File: src/hdl/pmoc_params.svh
// register addresses, field positions, keys and reset values of the power/calibration block
// assumes inclusion by bare name from the top module, the checker and the bench
`ifndef PMOC_PARAMS_SVH
`define PMOC_PARAMS_SVH
`define PMOC_A_KEY0 32'hFFFF0404
`define PMOC_A_POWER 32'hFFFF0408
`define PMOC_A_KEY1 32'hFFFF040C
`define PMOC_A_TRIM 32'hFFFF042C
`define PMOC_A_CALCTL 32'hFFFF0440
`define PMOC_A_CALSTA 32'hFFFF0444
`define PMOC_A_REFCNT 32'hFFFF0448
`define PMOC_A_LPCNT 32'hFFFF044C
`define PMOC_KEY0_VAL 32'h00000001
`define PMOC_KEY1_VAL 32'h000000F4
`define PMOC_PWR_RST 8'h79
`define PMOC_TRIM_RST 4'h8
`define PMOC_CAL_RST 8'h00
`define PMOC_P_XTAL 7
`define PMOC_P_PREC 6
`define PMOC_P_PLL 5
`define PMOC_P_PER 4
`define PMOC_P_CORE 3
`define PMOC_P_CD_HI 2
`define PMOC_P_CD_LO 0
`define PMOC_C_SRC 4
`define PMOC_C_RST 3
`define PMOC_C_CLRLP 2
`define PMOC_C_CLRREF 1
`define PMOC_C_EN 0
`define PMOC_CD_MAX 3'h6
`define PMOC_CD_CNT_W 6
`define PMOC_LP_DIV_END 2'h3
`define PMOC_TRIM_W 4
`endif

File: src/hdl/pmoc_pkg.sv
// types shared by the power mode and oscillator calibration block
// assumes pmoc_params.svh is on the include path
package pmoc_pkg;
  typedef enum logic [1:0] {
    PMOC_IDLE = 2'h0,
    PMOC_ARM = 2'h1,
    PMOC_COUNT = 2'h3,
    PMOC_DONE = 2'h2
  } pmoc_cal_e;

  typedef enum logic [1:0] {
    PMOC_KEY_NONE = 2'h0,
    PMOC_KEY_PRE = 2'h1,
    PMOC_KEY_VAL = 2'h3
  } pmoc_key_e;

  typedef struct packed {
    logic prec_osc_en;
    logic xtal_en;
    logic pll_en;
    logic periph_en;
    logic core_en;
    logic pll_timer_en;
    logic wut_en;
    logic lin_wake_en;
  } pmoc_pwr_s;

  typedef struct packed {
    logic prec_tick;
    logic xtal_tick;
    logic lp_tick;
  } pmoc_osc_s;
endpackage : pmoc_pkg

File: src/hdl/pmoc_top.sv
// power mode control, core clock divider and low-power oscillator calibration
// assumes an APB master on clk_sys and oscillator ticks synchronous to clk_sys
`timescale 1ns/1ps
`include "pmoc_params.svh"

// Notes on behaviour
// - precision oscillator input enabled only when its bit and high-voltage enable are set
// - crystal circuitry runs while its power bit is one, else powered down
// - PLL powers down only if PLL, peripheral and core bits clear together
// - peripherals power down only if peripheral and core bits clear together
// - PLL, peripheral and core bits reset to one and are set on wake-up
// - LIN wake detection and low-power-clocked wake-up timer keep running
// - peripheral bit gates SRAM, flash, GPIO, SPI and UART
// - PLL-clocked timers stop with the PLL; oscillator-clocked timers continue
// - core bit clear removes core clock until a wake-up event
// - core clock is PLL rate divided by two to the divider field, field values above six taken as six
// - nine-bit reference counter counts precision or crystal ticks by source bit
// - ten-bit counter counts low-power ticks directly or divided by four
// - four trim bits; larger value slows the low-power oscillator
// - both counters stop and hold when reference counter reaches all ones
// - source bit one selects crystal, zero the precision oscillator
// - reset bit clears both counters and disables calibration
// - bit two clears low-power counter, bit one clears reference counter
// - enable bit starts a run; clearing it mid-run aborts
// - a run lasts about 4 ms on precision source, 16 ms on crystal
// - status gives two-bit run state and an in-progress flag
// - power register write needs prewrite key before and postwrite key after
module pmoc_top #(
  parameter int REF_W = 9,
  parameter int LP_W = 10
) (
  input wire logic clk_sys,
  input wire logic rst,
  input wire logic psel,
  input wire logic penable,
  input wire logic pwrite,
  input wire logic [31:0] paddr,
  input wire logic [31:0] pwdata,
  output logic [31:0] prdata,
  output logic pready,
  output logic pslverr,
  input wire logic wake_event,
  input wire logic hv_prec_osc_en,
  input wire logic wut_on_lp_osc,
  input wire pmoc_pkg::pmoc_osc_s osc_in,
  output pmoc_pkg::pmoc_pwr_s pwr_out,
  output logic core_clk_tick,
  output logic [3:0] lp_osc_trim
);
  import pmoc_pkg::*;

  if (REF_W < 2 || LP_W <= REF_W || REF_W > 16 || LP_W > 16) begin : g_chk
    $error("pmoc_top: counter widths not supported");
  end

  logic [7:0] power_control_r;
  logic [7:0] power_pending_r;
  logic [3:0] trim_r;
  logic cal_src_r;
  logic cal_en_r;
  pmoc_key_e key_r;
  pmoc_cal_e cal_r;
  logic [REF_W-1:0] ref_cnt_r;
  logic [LP_W-1:0] lp_cnt_r;
  logic [1:0] lp_div_r;
  logic [`PMOC_CD_CNT_W-1:0] cd_cnt_r;
  logic [31:0] prdata_r;
  logic core_tick_r;
  pmoc_pwr_s pwr_r;

  logic setup;
  logic access;
  logic wr;
  logic mapped;
  logic wr_key0;
  logic wr_key1;
  logic wr_pow;
  logic wr_cal;
  logic [7:0] pow_fix;
  logic ref_tick;
  logic lp_tick;
  logic cal_start;
  logic cal_abort;
  logic ref_full;
  logic [1:0] sta_code;
  logic [2:0] cd_eff;
  logic [`PMOC_CD_CNT_W-1:0] cd_mask;

  assign setup = psel & ~penable;
  assign access = psel & penable;
  assign wr = access & pwrite;
  assign pready = 1'b1;
  assign mapped = (paddr == `PMOC_A_KEY0) | (paddr == `PMOC_A_POWER) |
                  (paddr == `PMOC_A_KEY1) | (paddr == `PMOC_A_TRIM) |
                  (paddr == `PMOC_A_CALCTL) | (paddr == `PMOC_A_CALSTA) |
                  (paddr == `PMOC_A_REFCNT) | (paddr == `PMOC_A_LPCNT);
  assign pslverr = access & ~mapped;
  assign prdata = prdata_r;

  assign wr_key0 = wr & (paddr == `PMOC_A_KEY0);
  assign wr_pow = wr & (paddr == `PMOC_A_POWER);
  assign wr_key1 = wr & (paddr == `PMOC_A_KEY1);
  assign wr_cal = wr & (paddr == `PMOC_A_CALCTL);

  // enforce power-down ordering on the stored value
  always_comb begin
    pow_fix = power_pending_r;
    pow_fix[`PMOC_P_PER] = power_pending_r[`PMOC_P_PER] | power_pending_r[`PMOC_P_CORE];
    pow_fix[`PMOC_P_PLL] = power_pending_r[`PMOC_P_PLL] | power_pending_r[`PMOC_P_PER] |
                           power_pending_r[`PMOC_P_CORE];
  end

  // key sequence: prewrite key, value, postwrite key; any other write breaks it
  always_ff @(posedge clk_sys or posedge rst) begin
    if (rst) begin
      key_r <= PMOC_KEY_NONE;
      power_pending_r <= `PMOC_PWR_RST;
    end else if (wr) begin
      unique case (key_r)
        PMOC_KEY_NONE: key_r <= (wr_key0 && pwdata == `PMOC_KEY0_VAL) ? PMOC_KEY_PRE : PMOC_KEY_NONE;
        PMOC_KEY_PRE: begin
          if (wr_pow) begin
            key_r <= PMOC_KEY_VAL;
            power_pending_r <= pwdata[7:0];
          end else begin
            key_r <= (wr_key0 && pwdata == `PMOC_KEY0_VAL) ? PMOC_KEY_PRE : PMOC_KEY_NONE;
          end
        end
        PMOC_KEY_VAL: key_r <= PMOC_KEY_NONE;
        default: key_r <= PMOC_KEY_NONE;
      endcase
    end
  end

  always_ff @(posedge clk_sys or posedge rst) begin
    if (rst) begin
      power_control_r <= `PMOC_PWR_RST;
    end else begin
      if (wr_key1 && key_r == PMOC_KEY_VAL && pwdata == `PMOC_KEY1_VAL) begin
        power_control_r <= pow_fix;
      end
      if (wake_event) begin
        power_control_r[`PMOC_P_PLL] <= 1'b1;
        power_control_r[`PMOC_P_PER] <= 1'b1;
        power_control_r[`PMOC_P_CORE] <= 1'b1;
      end
    end
  end

  // power and clock enables toward the rest of the chip
  always_ff @(posedge clk_sys or posedge rst) begin
    if (rst) begin
      pwr_r <= '0;
    end else begin
      pwr_r.prec_osc_en <= power_control_r[`PMOC_P_PREC] & hv_prec_osc_en;
      pwr_r.xtal_en <= power_control_r[`PMOC_P_XTAL];
      pwr_r.pll_en <= power_control_r[`PMOC_P_PLL];
      pwr_r.periph_en <= power_control_r[`PMOC_P_PER];
      pwr_r.core_en <= power_control_r[`PMOC_P_CORE];
      pwr_r.pll_timer_en <= power_control_r[`PMOC_P_PLL];
      pwr_r.wut_en <= power_control_r[`PMOC_P_PER] | wut_on_lp_osc;
      pwr_r.lin_wake_en <= 1'b1;
    end
  end
  assign pwr_out = pwr_r;

  // core clock enable: one pulse every two to the divider field cycles, field capped at six
  assign cd_eff = (power_control_r[`PMOC_P_CD_HI:`PMOC_P_CD_LO] > `PMOC_CD_MAX) ?
                  `PMOC_CD_MAX : power_control_r[`PMOC_P_CD_HI:`PMOC_P_CD_LO];
  assign cd_mask = `PMOC_CD_CNT_W'((7'h01 << cd_eff) - 7'h01);

  always_ff @(posedge clk_sys or posedge rst) begin
    if (rst) begin
      cd_cnt_r <= '0;
      core_tick_r <= 1'b0;
    end else begin
      cd_cnt_r <= cd_cnt_r + `PMOC_CD_CNT_W'(1);
      core_tick_r <= power_control_r[`PMOC_P_CORE] &
                     ((cd_cnt_r & cd_mask) == cd_mask);
    end
  end
  assign core_clk_tick = core_tick_r;

  always_ff @(posedge clk_sys or posedge rst) begin
    if (rst) begin
      trim_r <= `PMOC_TRIM_RST;
    end else if (wr && paddr == `PMOC_A_TRIM) begin
      trim_r <= pwdata[`PMOC_TRIM_W-1:0];
    end
  end
  assign lp_osc_trim = trim_r;

  // calibration control
  assign cal_start = wr_cal & pwdata[`PMOC_C_EN] & ~pwdata[`PMOC_C_RST] & ~cal_en_r;
  assign cal_abort = wr_cal & (~pwdata[`PMOC_C_EN] | pwdata[`PMOC_C_RST]);
  assign ref_full = (ref_cnt_r == {REF_W{1'b1}});

  always_ff @(posedge clk_sys or posedge rst) begin
    if (rst) begin
      cal_src_r <= 1'b0;
      cal_en_r <= 1'b0;
    end else begin
      if (wr_cal) begin
        cal_src_r <= pwdata[`PMOC_C_SRC];
        cal_en_r <= pwdata[`PMOC_C_EN] & ~pwdata[`PMOC_C_RST];
      end else if (cal_r == PMOC_DONE) begin
        cal_en_r <= 1'b0;
      end
    end
  end

  always_ff @(posedge clk_sys or posedge rst) begin
    if (rst) begin
      cal_r <= PMOC_IDLE;
    end else if (cal_abort) begin
      cal_r <= PMOC_IDLE;
    end else begin
      unique case (cal_r)
        PMOC_IDLE: cal_r <= cal_start ? PMOC_ARM : PMOC_IDLE;
        PMOC_ARM: cal_r <= PMOC_COUNT;
        PMOC_COUNT: cal_r <= ref_full ? PMOC_DONE : PMOC_COUNT;
        PMOC_DONE: cal_r <= PMOC_IDLE;
        default: cal_r <= PMOC_IDLE;
      endcase
    end
  end

  // tick selection: low-power ticks divided by four when the crystal is the reference
  assign ref_tick = cal_src_r ? osc_in.xtal_tick : osc_in.prec_tick;
  assign lp_tick = osc_in.lp_tick & (~cal_src_r | (lp_div_r == `PMOC_LP_DIV_END));

  always_ff @(posedge clk_sys or posedge rst) begin
    if (rst) begin
      lp_div_r <= '0;
    end else if (cal_r != PMOC_COUNT) begin
      lp_div_r <= '0;
    end else if (osc_in.lp_tick) begin
      lp_div_r <= lp_div_r + 2'h1;
    end
  end

  // counters run for 511 reference ticks, about 4 ms or 16 ms
  always_ff @(posedge clk_sys or posedge rst) begin
    if (rst) begin
      ref_cnt_r <= '0;
    end else if (wr_cal && (pwdata[`PMOC_C_RST] || pwdata[`PMOC_C_CLRREF])) begin
      ref_cnt_r <= '0;
    end else if (cal_r == PMOC_ARM) begin
      ref_cnt_r <= '0;
    end else if (cal_r == PMOC_COUNT && !ref_full && ref_tick) begin
      ref_cnt_r <= ref_cnt_r + REF_W'(1);
    end
  end

  always_ff @(posedge clk_sys or posedge rst) begin
    if (rst) begin
      lp_cnt_r <= '0;
    end else if (wr_cal && (pwdata[`PMOC_C_RST] || pwdata[`PMOC_C_CLRLP])) begin
      lp_cnt_r <= '0;
    end else if (cal_r == PMOC_ARM) begin
      lp_cnt_r <= '0;
    end else if (cal_r == PMOC_COUNT && !ref_full && lp_tick) begin
      lp_cnt_r <= lp_cnt_r + LP_W'(1);
    end
  end

  // status code from the state
  always_comb begin
    unique case (cal_r)
      PMOC_IDLE: sta_code = 2'h0;
      PMOC_ARM: sta_code = 2'h1;
      PMOC_COUNT: sta_code = 2'h2;
      PMOC_DONE: sta_code = 2'h3;
      default: sta_code = 2'h0;
    endcase
  end

  // read data captured in the setup cycle
  always_ff @(posedge clk_sys or posedge rst) begin
    if (rst) begin
      prdata_r <= '0;
    end else if (setup) begin
      prdata_r <= '0;
      unique case (paddr)
        `PMOC_A_POWER: prdata_r[7:0] <= power_control_r;
        `PMOC_A_TRIM: prdata_r[`PMOC_TRIM_W-1:0] <= trim_r;
        `PMOC_A_CALCTL: begin
          prdata_r[`PMOC_C_SRC] <= cal_src_r;
          prdata_r[`PMOC_C_EN] <= cal_en_r;
        end
        `PMOC_A_CALSTA: prdata_r[3:0] <= {sta_code, cal_en_r, cal_r != PMOC_IDLE};
        `PMOC_A_REFCNT: prdata_r[REF_W-1:0] <= ref_cnt_r;
        `PMOC_A_LPCNT: prdata_r[LP_W-1:0] <= lp_cnt_r;
        default: prdata_r <= '0;
      endcase
    end
  end
endmodule : pmoc_top

File: config.mk
export PLATFORM = sky130hd
export DESIGN_NAME = pmoc_top
export DESIGN_NICKNAME = d
export VERILOG_FILES = /design/src/hdl/pmoc_pkg.sv /design/src/hdl/pmoc_top.sv
export VERILOG_INCLUDE_DIRS = /design/src /design/src/hdl
export SDC_FILE = /design/constraint.sdc
export NUM_CORES = 1
export LEC_CHECK = 0
export BUFFER_PORTS_ARGS = -buffer_cell sky130_fd_sc_hd__buf_2
export CELL_PAD_IN_SITES_DETAIL_PLACEMENT = 1
export CELL_PAD_IN_SITES_GLOBAL_PLACEMENT = 1
export CORE_UTILIZATION = 35
export CTS_CLUSTER_SIZE = 16
export DETAILED_ROUTE_END_ITERATION = 6
export PLACE_DENSITY_LB_ADDON = 0.1
export SETUP_SLACK_MARGIN = 0.5
export SYNTH_ARGS = -nofsm -noshare
export SYNTH_HDL_FRONTEND = slang
export SYNTH_SLANG_ARGS = --single-unit
File: constraint.sdc
create_clock -name clk_sys -period 2.2 [get_ports clk_sys]
set_clock_uncertainty 0.2 [all_clocks]
set_input_delay 0.33 -clock clk_sys [delete_from_list [all_inputs] [get_ports clk_sys]]
set_output_delay 0.33 -clock clk_sys [all_outputs]
set_load 0.01 [all_outputs]
# Yosys cells after proc, flatten, opt, wreduce, memory -nomap -nowiden
# Index checks and enable logic that the tools add are counted.
# totals
ff_bits,71
latch_bits,0
mem_bits_rw,0
rom_bits,0
in_bits,75
out_inout_bits,47
elab_cells,132
memories,0
# op_classes
add_sub_neg,5
mul,0
div_mod_pow,0
magnitude_cmp,1
eq_ne,19
shift,1
muxes,28
n_bitwise,36
reduce_logical,21
# op_table
cell,n
"equality test 32 bit, second input constant",8
"equality test 32 x 1 -> 1 bit, second input constant",1
"equality test 32 x 8 -> 1 bit, second input constant",1
two-way mux 10 bit,3
two-way mux 9 bit,3
bitwise AND 1 bit,16
case mux 2 bit (4 select lines),2
case mux 3 bit (5 select lines),1
bitwise OR 1 bit,13
"adder 10 x 1 -> 10 bit, second input constant",1
"adder 9 x 1 -> 9 bit, second input constant",1
"equality test 9 bit, second input constant",1
logical AND 1 bit,9
case mux 3 bit (3 select lines),1
"equality test 2 bit, second input constant",4
two-way mux 2 bit,4
nonzero test 2 bit,4
two-way mux 1 bit,7
"adder 6 x 1 -> 6 bit, second input constant",1
bitwise AND 6 bit,1
equality test 6 bit,1
two-way mux 3 bit,2
two-way mux 6 bit,1
inverter 1 bit,6
other kinds (15),19

# Longest topological paths before layout
# Gate-level depths: netlist of run 1.
# depth
ltp_word,10
mapped_depth,10
ltp_nobuf,9

# Worst setup path before layout of run 1
# Ideal clock, no wire load.
# synth_timing
path_kind,reg2reg
from,register ref_cnt_r[2]
to,register lp_cnt_r[7]
setup_time_ns,0.133
arrival_ns,2.006
t_required_ns,1.867
path_slack_ns,-0.138
path_stages_with_launch,11
path_buffers,1
synth_period_minus_slack_ns,2.338
path_cell_list,dfrtp_1 > and4_1 > and2_1 > and3_1 > ha_1 > nor2b_1 > and3_1 > clkbuf_1 > nand4_1 > xor2_1 > nor2_1
# synth_via
elab_chain_cells,5
# synth_rtl
element,line,rtl
from (decl),pmoc_top.sv:63,logic [REF_W-1:0] ref_cnt_r;
from (signal assigned),pmoc_top.sv:251,ref_cnt_r <= ref_cnt_r + REF_W'(1);
equality test 9 bit,pmoc_top.sv:196,assign ref_full = (ref_cnt_r == {REF_W{1'b1}});
zero test 1 bit,pmoc_top.sv:262,end else if (cal_r == PMOC_COUNT && !ref_full && lp_tick) begin
logical AND 1 bit (2 in a row),pmoc_top.sv:262,
nonzero test 3 bit (no source line),-,
to (signal assigned),pmoc_top.sv:263,lp_cnt_r <= lp_cnt_r + LP_W'(1);
to (decl),pmoc_top.sv:64,logic [LP_W-1:0] lp_cnt_r;
# No other way between the ends.
# A chain may end at the register's enable or synchronous reset.

# Worst setup path after layout of run 1
# layout_timing
from,register ref_cnt_r[2]
to,register lp_cnt_r[4]
# Same word-level chain as after synthesis.

==> flow_summary.json, run 1 <==
{
  "status": "finished clean",
  "fin_crit_sh_pct": 98.67,
  "cp_max_fo": 10,
  "overflow": 0,
  "first_global_vias": 3732,
  "drt-vias-per-instance": 5.124,
  "detail-route-antenna-nets": 0,
  "worstPathCellList": "and4_1 > and2_4 > and3_4 > ha_4 > nor2b_4 > and3_4 > buf_12 > nand4_1 > xor2_1 > nor2_1",
  "clkSinkCount": 71,
  "grt_first_pass_wirelength_um": 20240,
  "rows": 38,
  "drt_wl_total_um": 13170,
  "hold_viol_final": 0,
  "setup.worst_path.end_class": "flop",
  "top_level_ports": 122,
  "yosys-mux-area-fraction_pct": 8.795,
  "area_growth_pct": 54.60,
  "synth_compound_area_share_pct": 8.478,
  "drt-initial-drc-count": 162,
  "yosysTopAreaCellShare_pct": 37.96,
  "sequentialPowerShare_pct": 36.6,
  "yosysTopAreaCell": "dfrtp_1",
  "drv_slew": 0,
  "drc_errors": 0,
  "syn_area_um2": 3955,
  "numCtsBuffers": 9,
  "p_per_area_nw_per_um2": 719.8,
  "cts_root_buf": "clkbuf_16",
  "yosysWarnings": 0,
  "max_stage_delay_ps": 390,
  "start_util_pct": 36.17,
  "yosys.area_share.simple_pct": 22.68,
  "syn_area_per_cell_um2": 10.33,
  "coreArea_um2": 10940,
  "num-nets-final": 639,
  "detail_route.first_pass.iterations": 4,
  "via_count": 3582,
  "cp_data_required_time_ps": 2230,
  "internal_power_mw": 3.074,
  "dp_hpwl_um": 9259,
  "die_area_um2": 11730,
  "synth-main-ff-cell": "dfrtp_1",
  "grt_usage_pct": 23.45,
  "peakVddDrop_mv": 0.6330,
  "final-setup-viol-count": 0,
  "synthArstFlopShare_pct": 100.0,
  "period_minus_slack_ps": 2171,
  "fmax_mhz": 460.7,
  "gp_congestion": 0.8103,
  "grt_max_degree": 30,
  "tightest_slew_ps": 594.2,
  "die_w_um": 108.3,
  "cts_buffer_depth": 2,
  "crit_type": "reg2reg",
  "die_h_um": 108.3,
  "p_clk_share_pct": 36.1,
  "combPwrFrac_pct": 27.3,
  "ys_ff_latch": 71,
  "synth-seq-area-share_pct": 45.27,
  "hold_class": "in2reg",
  "final_cell_mix": "buf_2, dfrtp_1, buf_4",
  "yosysUniqueCellTypes": 60,
  "cts_tree": "done",
  "synthAdderAreaFrac_pct": 3.164,
  "worst-endpoint-arrival_ps": 2200,
  "netSwitchingPower_mw": 1.327,
  "syn_inst": 383,
  "power_mw": 4.401,
  "rsz0062_at_grt": "true",
  "synth_top_family_by_area": "simple AND/OR/NAND/NOR gates",
  "clock_latency_ps": 340,
  "cts.reportedPaths.clkPinSlew_ps": 60,
  "synth_xor_area_share_pct": 4.650,
  "swShare_pct": 30.16,
  "port_buffers": 98,
  "antenna_found_initial": 0,
  "p_leak_nw": 2.896,
  "crit_slowest_cell": "dfrtp_1",
  "drv_cap": 0,
  "synth_edf_count": 0,
  "avgRoutedWirePerCell_um": 18.84,
  "crit_path_frequent_cell": "and3_4",
  "layout_commonest_cell": "buf_2",
  "htree_num_levels": 3,
  "drive_above_1_share_pct": 52.77,
  "synth_area_leaders": "dfrtp_1, dfstp_2, mux2_2",
  "slew_headroom_pct": 60.31,
  "startpoint_type": "flop",
  "antennaDiodeCount": 0,
  "postLayoutCoreUtil_pct": 55.92
}
[flip-flops by register name (all words and copies together), names as in the netlist]
| name | cells |
|---|---|
| cal_en_r | 1 |
| cd_cnt_r | 6 |
| lp_cnt_r | 10 |
| pwr_out | 7 |
| cal_src_r | 1 |
| lp_div_r | 2 |
| power_pending_r | 8 |
| power_control_r | 8 |
| core_clk_tick | 1 |
| key_r | 2 |
| cal_r | 2 |
| prdata | 10 |
| ref_cnt_r | 9 |
| lp_osc_trim | 4 |
[metrics by stage]
step / instances / cell area, um2 / setup TNS, ps / hold slack [ps] / setup WS, ps
after CTS: 687 / 5778 / 0 / 1.909 / 51.53
after global routing: 699 / 6115 / -433.7 / 4.118 / -94.68
after detailed placement: 651 / 4982 / -1459 / 223.5 / -245.8
final: 699 / 6115 / 0 / 9.305 / 29.35
after global placement: 651 / 4982 / -1081 / 214.5 / -187.4
after floorplan: 405 / 4199 / 0 / 174.7 / 42.08
[cell families (layout without fill, tap and decap cells)]
group,count (synthesis),count (layout)
and+or+nand+nor,155,155
DFF,71,71
AOI/OAI and AO/OA,49,49
buffers and inverters,45,199
muxes,30,30
xor gates and xnor gates,21,21
adders and majority gates,10,10
other,2,24
[critical path: cells and delay by family (launching register included)]
kind | cells | cell delay [ps]
simple gates | 7 | 1010
flops | 1 | 390
buf+inv | 1 | 120
xor+xnor | 1 | 180
fa+ha+maj | 1 | 160
[synthesized netlist by cell type (2+ instances only)]
library cell	n
dfrtp_1	60
nor2_1	33
nand2_1	29
buf_4	24
nand4_1	21
o21ai_0	19
mux2_2	18
xor2_1	16
and3_1	11
dfstp_2	11
nor4_1	11
ha_1	10
clkbuf_1	9
inv_1	9
mux2i_1	7
nand3_1	7
nor2b_1	7
a22oi_1	6
nor3_1	6
mux2_4	5
xnor2_1	5
and2_1	3
nand2b_1	3
nor4b_1	3
or2_2	3
a21oi_1	2
a22o_1	2
a2bb2oi_1	2
a31oi_1	2
a32oi_1	2
and3b_1	2
and4_1	2
conb_1	2
nand3b_1	2
o21bai_2	2
o31ai_1	2
o41ai_1	2
[final timing paths]
check	cells after the start	from	to	slack [ps]
worst min-delay path	2	hv_prec_osc_en	pwr_out[7]$_DFF_PP0_	9
worst min register to register	0	power_control_r[5]$_DFFE_PP1P_	pwr_out[2]$_DFF_PP0_	240
max in group asynchronous	4	rst	power_control_r[4]$_DFFE_PP1P_	800
worst max-delay path	10	ref_cnt_r[2]$_DFFE_PP0P_	lp_cnt_r[4]$_DFFE_PP0P_	30
worst max register to register	10	ref_cnt_r[2]$_DFFE_PP0P_	lp_cnt_r[4]$_DFFE_PP0P_	30
min in group asynchronous	3	rst	key_r[0]$_DFFE_PP0P_	410
[what timing repair did]
action / CTS / global route
setup buffers: 17 / 12
gates resized for setup: 69 / 52
endpoints found under the hold margin: 15 / 0
pin swaps: 35 / 34
hold buffers: 2 / 0
endpoints found under the setup margin: 51 / 55
cloned: 1 / 0
[routing by layer]
layer	share of wire, %	up-vias	GRT usage, %
met5	0	-	0
met4	1.8	0	6.178
met3	4.4	22	6.269
met2	53	75	41.22
met1	40	1806	28.22
li1	-	1679	-
[layout make-up]
| type | count | area (um2) |
|---|---|---|
| inverter | 9 | 37.54 |
| multi-input combinational | 289 | 2492 |
| clock buffer | 9 | 225.2 |
| timing repair buffer | 174 | 1294 |
| fill | 1202 | 4821 |
| clock inverter | 7 | 96.34 |
| sequential | 71 | 1794 |
| tap | 140 | 175.2 |
[power by group through the flow]
stage,Clock [mW],Sequential [mW],Combinational (mW)
finish,1.59,1.61,1.20
global route,1.67,1.63,1.33
CTS,1.62,1.61,1.11
detailed placement,0,1.62,0.982
global placement,0,1.61,0.961
floorplan,0,1.61,0.577
No activity file was read; power rests on OpenSTA's default activity.
==> run 2, diff against run 1 <==
- HOLD_SLACK_MARGIN: not set -> 0.02
- SLEW_MARGIN: not set -> 25
==> run 2 against run 1 <==
  * Highest routed layer unchanged
  * Non-clock buffer count up 2
  * Worst setup slack worse by 3.4 ps
  * First-iteration DRC count up 8.6%
  * Wire length up 0.22%
==> flow_summary.json, run 2 (synthesized netlist as in run 1, its figures left out) <==
{
  "cts_root_buf": "clkbuf_16",
  "cts.reportedPaths.clkPinSlew_ps": 60,
  "port_buffers": 98,
  "rows": 38,
  "final_cell_mix": "buf_2, dfrtp_1, buf_4",
  "clock_latency_ps": 340,
  "max_stage_delay_ps": 390,
  "avgRoutedWirePerCell_um": 18.83,
  "dp_hpwl_um": 9259,
  "layout_commonest_cell": "buf_2",
  "gp_congestion": 0.8103,
  "fmax_mhz": 460.0,
  "start_util_pct": 36.17,
  "holdPathStages": 2,
  "grt_usage_pct": 23.49,
  "num-nets-final": 641,
  "drv_slew": 0,
  "coreArea_um2": 10940,
  "crit_type": "reg2reg",
  "startpoint_type": "flop",
  "period_minus_slack_ps": 2174,
  "slew_headroom_pct": 60.88,
  "cp_max_fo": 10,
  "drive_above_1_share_pct": 52.58,
  "hold_ws_ps": 94.37,
  "antenna_found_initial": 0,
  "final-setup-viol-count": 0,
  "fin_crit_sh_pct": 98.82,
  "via_count": 3602,
  "numCtsBuffers": 9,
  "area_growth_pct": 55.11,
  "hold_viol_final": 0,
  "grt_first_pass_wirelength_um": 20290,
  "cts_buffer_depth": 2,
  "fin_ws_ps": 25.94,
  "cts_tree": "done",
  "p_leak_nw": 2.904,
  "cp_data_required_time_ps": 2230,
  "top_level_ports": 122,
  "clkSinkCount": 71,
  "htree_num_levels": 3,
  "antennaDiodeCount": 0,
  "postLayoutCoreUtil_pct": 56.10,
  "die_h_um": 108.3,
  "setup.worst_path.end_class": "flop",
  "drt-initial-drc-count": 176,
  "die_w_um": 108.3,
  "drc_errors": 0,
  "grt_max_degree": 30,
  "die_area_um2": 11730,
  "fill_cells": 1199,
  "rsz0062_at_grt": "true",
  "detail_route.first_pass.iterations": 4,
  "drt_wl_total_um": 13200,
  "p_per_area_nw_per_um2": 718.2,
  "reg2reg_depth": 10,
  "crit_path_frequent_cell": "and3_4",
  "drv_cap": 0,
  "first_global_vias": 3739,
  "overflow": 0,
  "tightest_slew_ps": 585.6,
  "detail-route-antenna-nets": 0,
  "worst-endpoint-arrival_ps": 2200,
  "hold_class": "in2reg",
  "worstPathCellList": "and4_1 > and2_4 > and3_4 > ha_4 > nor2b_4 > and3_4 > buf_12 > nand4_1 > xor2_1 > nor2_1",
  "crit_slowest_cell": "dfrtp_1",
  "dp_slack_ps": -245.8,
  "status": "finished clean",
  "peakVddDrop_mv": 0.6342,
  "drt-vias-per-instance": 5.138
}
==> run 2: cell types whose count changed in the layout (fill, tap and decap cells not counted), sizes merged <==
cell / previous run / this run
dlygate4sd3: 2 / 4
==> run 2: worst paths after layout <==
check / endpoint / slack (ps) / from
worst min register to register: pwr_out[2]$_DFF_PP0_ / 240 / power_control_r[5]$_DFFE_PP1P_
worst max-delay path: lp_cnt_r[4]$_DFFE_PP0P_ / 30 / ref_cnt_r[2]$_DFFE_PP0P_
worst min-delay path: power_pending_r[6]$_DFFE_PP1P_ / 90 / pwdata[6]
min in group asynchronous: prdata[8]$_DFFE_PP0P_ / 410 / rst
max in group asynchronous: power_control_r[4]$_DFFE_PP1P_ / 800 / rst
worst max register to register: lp_cnt_r[4]$_DFFE_PP0P_ / 30 / ref_cnt_r[2]$_DFFE_PP0P_
==> run 2: worst max-delay path: cells and delay by family (launching register included) <==
| family | cells | cell delay (ps) |
|---|---|---|
| xor gates and xnor gates | 1 | 190 |
| adders and majority gates | 1 | 160 |
| buffers and inverters | 1 | 120 |
| DFF | 1 | 390 |
| and+or+nand+nor | 7 | 1000 |
==> run 2: final cells by class <==
class	instances	area, um2	share of cell area (%)
Clock buffer	9	225.2	3.671
Clock inverter	7	96.34	1.570
Inverter	9	37.54	0.6119
Sequential cell	71	1794	29.25
Timing Repair Buffer	176	1314	21.42
Tap cell	140	175.2	2.855
Multi-Input combinational cell	289	2492	40.63
==> run 2: timing repair <==
action                                  4_1_cts  5_1_grt
hold buffers                                  4        0
cloned                                        1        0
hold endpoints to repair                     17        0
endpoints found under the setup margin       51       55
buffers inserted                             17       12
pin swaps                                    35       34
gates resized for setup                      69       52
==> run 2: metrics by stage <==
| stage | setup TNS, ps | instance area, um2 | std cells | total power, mW |
|---|---|---|---|---|
| floorplan | 0 | 4199 | 405 | 2.189 |
| global placement | -1081 | 4982 | 651 | 2.575 |
| detailed placement | -1459 | 4982 | 651 | 2.607 |
| CTS | 0 | 5798 | 689 | 4.341 |
| global route | -433.7 | 6135 | 701 | 4.641 |
| finish | 0 | 6135 | 701 | 4.406 |
==> run 2: where the power goes <==
group	internal [mW]	switching (mW)	leakage, nW
sequential	1.46	0.145	0.868
combinational	0.616	0.587	1.88
clock	0.996	0.597	0.160
total	3.08	1.33	2.90
==> run 2: layer usage <==
layer  part of all wire [%]  vias up  GRT usage, %
met3                    4.5       22         6.329
li1                       -     1681             -
met2                     54       88         40.90
met1                     40     1811         28.30
met4                    1.7        0         6.853
met5                      0        -             0
==> run 3, diff against run 2 <==
- ABC_AREA: not set -> 1
- CORE_UTILIZATION: 35 -> 34
==> run 3 against run 2 <==
  * Wire length rose by 15%
  * Via count rose by 23%
  * Count of clock-buffer cells in the layout rose by 2
  * Hold slack got worse by 47 ps
  * Sequential power fell by 4%
  * Worst setup slack got worse by 14 ps
  * Global-route usage fell by 0.77 points
  * Critical path depth rose by 2
  * Core utilization fell by 5.3 points
  * Sequential cell count did not move
  * First-iteration DRC count fell by 1.7%
  * Critical endpoint is now lp_cnt_r[3]$_DFFE_PP0P_
==> flow_summary.json, run 3 <==
{
  "via_count": 4447,
  "busiest_layer": "met2",
  "period_minus_slack_ps": 2188,
  "peakVddDrop_mv": 0.3786,
  "use_met2_pct": 39.64,
  "final_cell_mix": "nand2_1, buf_2, nor2_1",
  "syn_area_per_cell_um2": 7.514,
  "p_leak_nw": 3.238,
  "grt_usage_pct": 22.72,
  "cts.reportedPaths.clkPinSlew_ps": 60,
  "die_w_um": 115.6,
  "area_growth_pct": 45.99,
  "worst-endpoint-arrival_ps": 2220,
  "synth_area_leaders": "dfrtp_1, nand2_1, nor2_1",
  "syn_area_um2": 4388,
  "num-nets-final": 855,
  "fin_cells": 947,
  "drt-vias-per-instance": 4.696,
  "dp_hpwl_um": 10300,
  "yosysTopAreaCell": "dfrtp_1",
  "start_util_pct": 34.77,
  "cts_tree": "done",
  "cts_buffer_depth": 2,
  "power_mw": 3.894,
  "gp_congestion": 0.8206,
  "grt_first_pass_wirelength_um": 22960,
  "coreArea_um2": 12620,
  "die_h_um": 115.6,
  "first_global_vias": 4582,
  "port_buffers": 98,
  "drv_cap": 0,
  "p_per_area_nw_per_um2": 607.9,
  "clock_latency_ps": 350,
  "overflow": 0,
  "rows": 41,
  "antennaDiodeCount": 0,
  "yosysUniqueCellTypes": 37,
  "avgRoutedWirePerCell_um": 15.98,
  "startpoint_type": "flop",
  "fin_crit_sh_pct": 99.44,
  "drc_errors": 0,
  "rsz0062_at_grt": "true",
  "htree_num_levels": 3,
  "syn_inst": 584,
  "cp_data_required_time_ps": 2230,
  "ys_ff_latch": 71,
  "met3_usage_pct": 5.021,
  "drive_above_1_share_pct": 42.32,
  "synthTopCellsByCount": "nand2_1, nor2_1, dfrtp_1",
  "grt_max_degree": 72,
  "fmax_mhz": 457.1,
  "use_met1_pct": 28.44,
  "synth-main-ff-cell": "dfrtp_1",
  "setup.worst_path.end_class": "flop",
  "hold_viol_final": 0,
  "drt_wl_total_um": 15130,
  "top_level_ports": 122,
  "hold_class": "in2reg",
  "layout_commonest_cell": "nand2_1",
  "cp_max_fo": 4,
  "synth_edf_count": 0,
  "synth-seq-area-share_pct": 40.80,
  "clkSinkCount": 71,
  "cts_root_buf": "clkbuf_16",
  "drt-initial-drc-count": 173,
  "final-setup-viol-count": 0,
  "detail-route-antenna-nets": 0,
  "synthArstFlopShare_pct": 100.0,
  "numCtsBuffers": 9,
  "die_area_um2": 13360,
  "yosysTopAreaCellShare_pct": 34.22,
  "placed_cells": 865,
  "crit_type": "reg2reg",
  "yosysWarnings": 0,
  "drv_slew": 0,
  "yosysMostFrequentCell": "nand2_1",
  "antenna_found_initial": 0,
  "status": "finished clean",
  "detail_route.first_pass.iterations": 4
}
run 3: cell types whose count changed in the layout (fill, tap and decap cells not counted), moves of 9 or more:
cell	change
mux2_4	-17
nand2_4	+9
inv_2	+16
nand3_1	+37
nor2_2	+14
nor2_1	+35
nor2_4	+14
nand2_1	+113
nand2_2	+15
nand4_1	-9
inv_1	+46
run 3: metrics by stage:
step,instance area [um2],setup slack (ps),util [%],hold WS (ps),setup TNS [ps]
final,6406,12.41,50.76,47.74,0
after CTS,6028,80.79,47.77,35.29,0
after floorplan,4519,131.9,-,174.9,0
after global routing,6406,-102.6,50.76,58.68,-347.9
after global placement,5147,124.2,40.79,209.1,0
after detailed placement,5147,73.18,40.79,212.9,0
run 3: area by class of cell:
class / count / area, um2
clock buffers: 11 / 242.7
inverters: 77 / 322.8
clock inverters: 5 / 58.81
well taps: 172 / 215.2
repair buffers: 180 / 1285
flip-flops and latches: 71 / 1792
multi-input cells: 431 / 2490
fillers: 1579 / 6213
run 3: worst paths after layout:
path | startpoint | to | slack (ps) | depth (start not counted)
worst max-delay path | ref_cnt_r[0]$_DFFE_PP0P_ | lp_cnt_r[3]$_DFFE_PP0P_ | 10 | 12
worst min-delay path | pwdata[6] | power_pending_r[6]$_DFFE_PP1P_ | 50 | 3
worst max register to register | ref_cnt_r[0]$_DFFE_PP0P_ | lp_cnt_r[3]$_DFFE_PP0P_ | 10 | 12
worst min register to register | power_control_r[5]$_DFFE_PP1P_ | pwr_out[2]$_DFF_PP0_ | 220 | 0
max in group asynchronous | rst | power_pending_r[4]$_DFFE_PP1P_ | 1000 | 4
min in group asynchronous | rst | prdata[7]$_DFFE_PP0P_ | 450 | 4
run 3: cells by family (layout without fill, tap and decap cells):
kind of cell | after synthesis | in the layout | share of synthesized area, %
AO/OA/AOI/OAI | 38 | 38 | 5.390
XOR/XNOR | 15 | 15 | 2.994
adder cells (fa/ha/maj) | 10 | 10 | 2.851
buffers and inverters | 105 | 273 | 11.46
flip-flops | 71 | 71 | 40.80
other | 2 | 24 | 0.1712
AND/OR/NAND/NOR | 343 | 344 | 36.33
run 3: routing by layer:
metal  part of all wire, %  wire length [um]
met5                     0                 0
met4                   1.3               195
met3                   3.6               550
met2                    51              7775
met1                    44              6609
run 3: timing repair:
item                                    in CTS  in global routing
resized for setup                           45                 70
endpoints found under the hold margin       66                  0
endpoints found under the setup margin      29                 42
hold buffers                                 5                  0
pin swaps                                   28                 35
cloned                                       0                  1
setup buffers                               47                 13
run 3: critical path, stage by stage, from the launching register on:
cell and delay (ps):
dfrtp_1 390, ha_2 200, nand4_1 100, nor3_2 50
ha_2 170, inv_2 60, nand2_4 50, nor3_4 260
buf_4 160, buf_6 100, nand4_1 90, xor2_1 160
nor2_1 60
run 3: power breakdown:
group	switching [mW]	internal [mW]	total [mW]	leakage, nW
Sequential	0.130	1.42	1.55	0.860
Clock	0.594	0.909	1.50	0.142
Combinational	0.441	0.400	0.841	2.24
Total	1.16	2.73	3.89	3.24
